### src/hw/wdct_pkg.sv
package wdct_pkg;

  // register byte offsets inside the slave's window
  localparam logic [11:0] WDCT_CTRL_OFFSET = 12'h000;
  localparam logic [11:0] WDCT_STAT_OFFSET = 12'h004;

  // watchdog_control_status field positions
  localparam int unsigned WDCT_FLAG_BIT = 7;
  localparam int unsigned WDCT_IE_BIT   = 6;
  localparam int unsigned WDCT_PS3_BIT  = 5;
  localparam int unsigned WDCT_CE_BIT   = 4;
  localparam int unsigned WDCT_RE_BIT   = 3;
  localparam int unsigned WDCT_PS_LO_HI = 2;

  // status register field positions
  localparam int unsigned WDCT_STAT_MODE_LO = 0;
  localparam int unsigned WDCT_STAT_MODE_HI = 1;
  localparam int unsigned WDCT_STAT_WIN_BIT = 2;
  localparam int unsigned WDCT_STAT_FUSE_BIT = 3;

  // reset values
  localparam logic       WDCT_FLAG_RST = 1'b0;
  localparam logic       WDCT_IE_RST   = 1'b0;
  localparam logic       WDCT_CE_RST   = 1'b0;
  localparam logic       WDCT_RE_RST   = 1'b0;
  localparam logic [3:0] WDCT_PS_RST   = 4'h0;

  // change window length in core clock cycles
  localparam logic [2:0] WDCT_CE_WINDOW_CYCLES = 3'h4;

  // timeout in oscillator cycles: base for code 0, doubling up to code 9
  localparam int unsigned WDCT_CNT_W = 21;
  localparam logic [20:0] WDCT_BASE_TIMEOUT = 21'h00_0800;
  localparam logic [3:0]  WDCT_PS_MAX_CODE  = 4'h9;

  typedef enum logic [1:0] {
    WDCT_MODE_STOPPED,
    WDCT_MODE_IRQ,
    WDCT_MODE_RESET,
    WDCT_MODE_IRQ_RESET
  } wdct_mode_e;

endpackage : wdct_pkg

### src/hw/wdct_top.sv
// Functional notes
// - timeout in interrupt operation sets the flag, bit 7 of control
// - executing the watchdog vector clears the flag
// - writing one to the flag clears it, zero leaves it
// - interrupt requested only when flag, enable and global enable all set
// - reset enable clear, interrupt enable set: interrupt each timeout, no reset
// - both enables set: first timeout only sets the flag
// - combined mode: vector clears enable and flag, leaving reset mode
// - combined mode: second timeout before vector gives system reset
// - fuse clear: 00 stop, 01 interrupt, 10 reset, 11 both
// - fuse programmed: every timeout resets, whatever the enables
// - clearing reset enable or changing prescaler needs change enable set
// - change enable clears itself four clocks after being written one
// - reset enable reads set while watchdog reset flag is set
// - prescaler select is bit 5 then bits 2 to 0
// - timeout 2048 oscillator cycles at code 0, doubling to code 1001
// - counter advances on the separate 128 kHz oscillator
// - fuse programmed holds reset enable at 1, interrupt enable 0
// - restart instruction zeroes counter; software restarts before timeout
`timescale 1ns/1ps
`default_nettype none

module wdct_top #(
  parameter logic [wdct_pkg::WDCT_CNT_W-1:0] BASE_TIMEOUT_CYCLES =
    wdct_pkg::WDCT_BASE_TIMEOUT
) (
  // clock and reset
  input  wire logic        hclk,
  input  wire logic        hresetn,
  // ahb-lite slave
  input  wire logic        hsel,
  input  wire logic [31:0] haddr,
  input  wire logic [1:0]  htrans,
  input  wire logic        hwrite,
  input  wire logic [2:0]  hsize,
  input  wire logic [31:0] hwdata,
  input  wire logic        hready,
  output logic             hreadyout,
  output logic             hresp,
  output logic [31:0]      hrdata,
  // watchdog oscillator
  input  wire logic        osc_in,
  // processor core
  input  wire logic        always_on_fuse,
  input  wire logic        watchdog_reset_flag,
  input  wire logic        global_irq_enable,
  input  wire logic        irq_vector_ack,
  input  wire logic        counter_restart,
  output logic             timeout_irq,
  output logic             system_reset
);
  import wdct_pkg::*;

  typedef struct packed {
    logic        flag;
    logic        ie;
    logic [3:0]  ps;
    logic        ce;
    logic [2:0]  ce_cnt;
    logic        re;
    logic        wr_ctrl;
    logic        sys_reset;
    logic [31:0] rdata;
  } wdct_state_s;

  wdct_state_s st_reg;
  wdct_state_s st_next;

  logic       tmo;
  logic       run;
  logic       fuse_prog;
  logic       re_eff;
  wdct_mode_e mode;

  // fuse reads 0 when programmed
  assign fuse_prog = !always_on_fuse;
  assign re_eff    = st_reg.re || watchdog_reset_flag || fuse_prog;

  always_comb begin
    if (fuse_prog) begin
      mode = WDCT_MODE_RESET;
    end else begin
      case ({re_eff, st_reg.ie})
        2'b00:   mode = WDCT_MODE_STOPPED;
        2'b01:   mode = WDCT_MODE_IRQ;
        2'b10:   mode = WDCT_MODE_RESET;
        2'b11:   mode = WDCT_MODE_IRQ_RESET;
        default: mode = WDCT_MODE_STOPPED;
      endcase
    end
  end

  assign run = (mode != WDCT_MODE_STOPPED);

  wdct_counter u_counter (
    .hclk            (hclk),
    .hresetn         (hresetn),
    .osc_in          (osc_in),
    .base_timeout    (BASE_TIMEOUT_CYCLES),
    .run             (run),
    .restart         (counter_restart),
    .prescale_select (st_reg.ps),
    .timeout         (tmo)
  );

  always_comb begin
    logic [7:0] wd;
    logic       rd_access;
    logic       wr_access;
    logic       next_re_eff;
    logic [7:0] ctrl_view;
    logic [7:0] stat_view;
    wd          = hwdata[7:0];
    rd_access   = 1'b0;
    wr_access   = 1'b0;
    next_re_eff = 1'b0;
    ctrl_view   = 8'h00;
    stat_view   = 8'h00;
    st_next           = st_reg;
    st_next.sys_reset = 1'b0;
    st_next.wr_ctrl   = 1'b0;
    st_next.rdata     = 32'h0000_0000;

    // protected window closes by itself
    if (st_reg.ce) begin
      if (st_reg.ce_cnt == WDCT_CE_WINDOW_CYCLES - 3'h1) begin
        st_next.ce     = 1'b0;
        st_next.ce_cnt = 3'h0;
      end else begin
        st_next.ce_cnt = st_reg.ce_cnt + 3'h1;
      end
    end

    // core executes the watchdog vector
    if (irq_vector_ack) begin
      st_next.flag = 1'b0;
      if (mode == WDCT_MODE_IRQ_RESET) begin
        st_next.ie = 1'b0;
      end
    end

    // data phase of a control write
    if (st_reg.wr_ctrl) begin
      if (wd[WDCT_FLAG_BIT]) begin
        st_next.flag = 1'b0;
      end
      st_next.ie = wd[WDCT_IE_BIT];
      if (wd[WDCT_RE_BIT]) begin
        st_next.re = 1'b1;
      end else if (st_reg.ce) begin
        st_next.re = 1'b0;
      end
      if (st_reg.ce) begin
        st_next.ps = {wd[WDCT_PS3_BIT], wd[WDCT_PS_LO_HI:0]};
      end
      if (wd[WDCT_CE_BIT]) begin
        st_next.ce     = 1'b1;
        st_next.ce_cnt = 3'h0;
      end
    end

    // fuse locks the enables, ignoring writes
    if (fuse_prog) begin
      st_next.re = 1'b1;
      st_next.ie = 1'b0;
    end

    // timeout last so a set beats a same-cycle clear
    if (tmo) begin
      case (mode)
        WDCT_MODE_IRQ: begin
          st_next.flag = 1'b1;
        end
        WDCT_MODE_RESET: begin
          st_next.sys_reset = 1'b1;
        end
        WDCT_MODE_IRQ_RESET: begin
          if (st_reg.flag) begin
            st_next.sys_reset = 1'b1;
          end else begin
            st_next.flag = 1'b1;
          end
        end
        WDCT_MODE_STOPPED: begin
          st_next.sys_reset = 1'b0;
        end
        default: begin
          st_next.sys_reset = 1'b0;
        end
      endcase
    end

    // address phase
    rd_access = hsel && htrans[1] && hready && !hwrite;
    wr_access = hsel && htrans[1] && hready && hwrite;
    if (wr_access && (haddr[11:0] == WDCT_CTRL_OFFSET)) begin
      st_next.wr_ctrl = 1'b1;
    end

    // control read data from next state, so a write just ahead is seen; status from current mode and window
    next_re_eff = st_next.re || watchdog_reset_flag || fuse_prog;
    ctrl_view[WDCT_FLAG_BIT]     = st_next.flag;
    ctrl_view[WDCT_IE_BIT]       = st_next.ie;
    ctrl_view[WDCT_PS3_BIT]      = st_next.ps[3];
    ctrl_view[WDCT_CE_BIT]       = st_next.ce;
    ctrl_view[WDCT_RE_BIT]       = next_re_eff;
    ctrl_view[WDCT_PS_LO_HI:0]   = st_next.ps[2:0];
    stat_view[WDCT_STAT_MODE_HI:WDCT_STAT_MODE_LO] = mode;
    stat_view[WDCT_STAT_WIN_BIT]  = st_reg.ce;
    stat_view[WDCT_STAT_FUSE_BIT] = fuse_prog;
    if (rd_access) begin
      case (haddr[11:0])
        WDCT_CTRL_OFFSET: st_next.rdata = {24'h00_0000, ctrl_view};
        WDCT_STAT_OFFSET: st_next.rdata = {24'h00_0000, stat_view};
        default:          st_next.rdata = 32'h0000_0000;
      endcase
    end
  end

  always_ff @(posedge hclk or negedge hresetn) begin
    if (!hresetn) begin
      st_reg.flag      <= WDCT_FLAG_RST;
      st_reg.ie        <= WDCT_IE_RST;
      st_reg.ps        <= WDCT_PS_RST;
      st_reg.ce        <= WDCT_CE_RST;
      st_reg.ce_cnt    <= 3'h0;
      st_reg.re        <= WDCT_RE_RST;
      st_reg.wr_ctrl   <= 1'b0;
      st_reg.sys_reset <= 1'b0;
      st_reg.rdata     <= 32'h0000_0000;
    end else begin
      st_reg <= st_next;
    end
  end

  // zero wait states, always okay
  assign hreadyout    = 1'b1;
  assign hresp        = 1'b0;
  assign hrdata       = st_reg.rdata;
  assign timeout_irq  = st_reg.flag && st_reg.ie && global_irq_enable;
  assign system_reset = st_reg.sys_reset;

endmodule : wdct_top

`default_nettype wire

### src/hw/wdct_counter.sv
`timescale 1ns/1ps
`default_nettype none

module wdct_counter (
  // clock and reset
  input  wire logic                           hclk,
  input  wire logic                           hresetn,
  // watchdog oscillator pin
  input  wire logic                           osc_in,
  // control
  input  wire logic [wdct_pkg::WDCT_CNT_W-1:0] base_timeout,
  input  wire logic                           run,
  input  wire logic                           restart,
  input  wire logic [3:0]                     prescale_select,
  // event
  output logic                                timeout
);
  import wdct_pkg::*;

  typedef struct packed {
    logic                  s1;
    logic                  s2;
    logic                  s3;
    logic [WDCT_CNT_W-1:0] count;
    logic                  timeout;
  } wdct_cnt_s;

  wdct_cnt_s cnt_reg;
  wdct_cnt_s cnt_next;

  always_comb begin
    logic [3:0]            shift;
    logic [WDCT_CNT_W-1:0] limit;
    logic [WDCT_CNT_W-1:0] inc;
    shift = 4'h0;
    limit = '0;
    inc   = '0;
    cnt_next         = cnt_reg;
    cnt_next.timeout = 1'b0;
    // first stage feeds only the second
    cnt_next.s1 = osc_in;
    cnt_next.s2 = cnt_reg.s1;
    cnt_next.s3 = cnt_reg.s2;
    // reserved codes behave like the longest period
    shift = (prescale_select > WDCT_PS_MAX_CODE) ? WDCT_PS_MAX_CODE
                                                 : prescale_select;
    limit = WDCT_CNT_W'(base_timeout << shift);
    inc   = cnt_reg.count + {{(WDCT_CNT_W-1){1'b0}}, 1'b1};
    if (!run || restart) begin
      cnt_next.count = '0;
    end else if (cnt_reg.s2 && !cnt_reg.s3) begin
      // >= so a shortened period still fires on the next oscillator edge
      if (inc >= limit) begin
        cnt_next.count   = '0;
        cnt_next.timeout = 1'b1;
      end else begin
        cnt_next.count = inc;
      end
    end
  end

  always_ff @(posedge hclk or negedge hresetn) begin
    if (!hresetn) begin
      cnt_reg <= '0;
    end else begin
      cnt_reg <= cnt_next;
    end
  end

  assign timeout = cnt_reg.timeout;

endmodule : wdct_counter

`default_nettype wire

### config.mk
export PLATFORM = sky130hd
export DESIGN_NAME = wdct_top
export DESIGN_NICKNAME = d
export VERILOG_FILES = /design/src/hw/wdct_pkg.sv /design/src/hw/wdct_top.sv /design/src/hw/wdct_counter.sv
export SDC_FILE = /design/constraint.sdc
export NUM_CORES = 1
export LEC_CHECK = 0
export BUFFER_PORTS_ARGS = -buffer_cell sky130_fd_sc_hd__buf_4
export CAP_MARGIN = 20
export CORE_AREA = 2 2 104 106
export CTS_CLUSTER_DIAMETER = 80
export DETAILED_ROUTE_END_ITERATION = 6
export DIE_AREA = 0 0 106 108
export PLACE_DENSITY_LB_ADDON = 0.08
export SYNTH_ARGS = -nofsm -noshare
export SYNTH_HDL_FRONTEND = slang
export SYNTH_HIERARCHICAL = 1
export SYNTH_SLANG_ARGS = --single-unit
### constraint.sdc
create_clock -name hclk -period 3.7 [get_ports hclk]
set_input_delay 0.37 -clock hclk [delete_from_list [all_inputs] [get_ports hclk]]
set_output_delay 0.37 -clock hclk [all_outputs]
set_load 0.05 [all_outputs]
==> flow_summary.ini <==
[sta]
hold_violations = 0
tightest_slew_ps = 606.2
slew_violations = 0
clock-skew-final_ps = 13.84
slew_headroom_pct = 59.59
setup_viol = 0
period_needed_ps = 3504
rsz0062_at_grt = false
setup_tns_ps = 0
period_share_pct = 94.71
max_freq_ghz = 0.2854

[power]
power_density_nw_per_um2 = 226.0
p_leak_uw = 0.002274
max-vdd-ir-drop_mv = 0.1170
total_power_uw = 1057

[synth]
yosysSeqAreaShare_pct = 28.62
ys_async_sr_fraction_pct = 100.0
synthDistinctLibCells = 62
synth.top_cell.area_share_pct = 28.62
synth_mux_area_share_pct = 15.46
netlist_instances = 425
synth_edf_count = 0
synth_compound_area_share_pct = 13.06
synth_top_family_by_area = simple AND/OR/NAND/NOR gates
yosys.area.top_type = dfrtp_1
synthTopCellsByArea = dfrtp_1 29%, mux2i_1 8.5%, ha_1 7.2%
ys_warn_count = 6
ys.flop_type = dfrtp_1
synthAdderAreaFrac_pct = 7.154
synth-xor-area-share_pct = 3.235
syn_area_per_cell_um2 = 9.465
yosys.area_share.simple_pct = 22.58
synth-seq-cells = 46
syn_area_um2 = 4023

[routing]
wirelength_um = 8662
detail_route.drc_violations = 0
drt_iter0_drc = 102
num_vias = 3226
viasPerCell = 4.910
ant_nets = 0
dr.pass1.iters = 4
wire_per_inst_um = 13.18

[layout]
num_antenna_cells = 0
largest_reg_flops = 22
final_cell_mix = 95 x conb_1, 50 x buf_4, 46 x dfrtp_1, 39 x nand2_1, 34 x mux2i_1
drive_gt1_share_pct = 19.00
area_delta_synth_final_pct = 16.27
final_nets = 623
layout_commonest_cell = conb_1

[placed_design]
io_buffers = 41
place_congestion = 0.7881
dpl.hpwl_um = 6560

[global_routing]
grt_pass1_wl_um = 14810
grt_overflow = 0
grt_antenna_before_repair = 0
grt_max_degree = 47
track_usage_pct = 16.07
grt_pass1_vias = 3069

[worst_setup_path]
cp-start-kind = register
cp.arrival_ps = 3730
critPathRequiredTime_ps = 3920
worstSetupEndpointType = register
path_max_fanout = 24
path_class = reg -> reg

[clock_network]
clkSinkCount = 46
clockRootBuffer = clkbuf_8
cts_htree_levels = 2
clk_pin_slew_ps = 90
cts_resized = 0
holdBufCountCts = 0
cts_tree = done
cts_setup_buffers = 0
clock_path_buffers = 2
cts_buffers = 5
clk_latency_ps = 300

[flow_run]
timing.max_cap.violations = 0

[floorplanning]
initial_core_util_pct = 39.32
ios = 116
core_area_um2 = 10230
rows = 37
die_area_um2 = 11450
fp.dieW_um = 106
die_h_um = 108

[min_path]
hp-class = in -> async

[outcome]
status = complete, no violations
[worst paths after layout]
check,end,start,slack [ps],cells after the start
setup / recovery,u_counter/cnt_reg[3],u_counter/cnt_reg[5],200,14
min in group hclk,u_counter/cnt_next[23],osc_in,170,1
hold / removal,u_counter/cnt_reg[18],hresetn,80,1
setup reg to reg,u_counter/cnt_reg[3],u_counter/cnt_reg[5],200,14
hold reg to reg,u_counter/cnt_next[22],u_counter/cnt_next[23],360,0
max in group asynchronous,st_reg[34],hresetn,3210,1
[cell families after synthesis]
| family | Yosys count |
|---|---|
| DFF | 46 |
| xor gates and xnor gates | 14 |
| buffers and inverters | 62 |
| AOI/OAI and AO/OA | 72 |
| adders and majority gates | 23 |
| other | 2 |
| muxes | 51 |
| and+or+nand+nor | 155 |
[synth_stat cells, types with 3 or more instances]
cell type  number
xor2_1          6
nand4_1         9
and2_1          3
buf_1           3
nand2_1        39
buf_4          36
nand2b_1        6
mux2i_1        34
o21ai_0        10
a21o_1          3
nor2_1         24
a211oi_1        3
mux4_2          8
a221oi_1        3
nor2b_1        15
ha_1           23
a21oi_1        16
buf_2           6
nand3b_1        3
nand3_1        11
a32o_1         12
xnor2_1         7
o211ai_1        6
dfrtp_1        46
or2_2           8
inv_1           5
and3_1          9
nor3_1          4
nand4b_1        4
mux2_2          9
clkbuf_1       10
nor4b_2         3
[stage by stage]
step	util [%]	setup WS (ps)	instances	cell area, um2	hold slack [ps]
after floorplan	-	380.4	518	4372	74.41
after global placement	44.87	307.7	649	4591	332.9
after detailed placement	44.87	235.5	649	4591	337.2
after CTS	45.71	198.1	657	4677	97.18
after global routing	45.71	23.07	657	4677	111.2
final	45.71	195.7	657	4677	78.79
[metal layers]
layer | global-route usage [%] | part of all wire, %
met1 | 20.72 | 46
met2 | 29.03 | 50
met3 | 2.532 | 3.6
met4 | 2.538 | 0.45
met5 | 0 | 0
[where the power goes]
part,internal (uW),leakage (uW),switching [uW]
Clock,134,0.0000452,174
Sequential,506,0.000615,3.61
Combinational,81.8,0.00161,158
Total,722,0.00227,336
[critical path: stages, from the launching register on]
cell	delay (ps)
dfrtp_1	510
nand4_2	220
nor4_1	390
buf_4	190
and3_1	170
nor2b_1	60
or2_2	300
ha_1	310
a21oi_1	120
nor2_1	60
a211oi_1	390
nor2b_1	280
buf_12	200
a31oi_1	90
mux2i_1	130
[area by class of cell]
cell class / count / area [um2]
Clock buffer: 6 / 72.57
Fill cell: 997 / 5554
Tap cell: 136 / 170.2
Multi-Input combinational cell: 410 / 2835
Timing Repair Buffer: 52 / 415.4
Sequential cell: 46 / 1151
Inverter: 5 / 18.77
Clock inverter: 2 / 13.76
No activity file was read; power rests on OpenSTA's default activity.
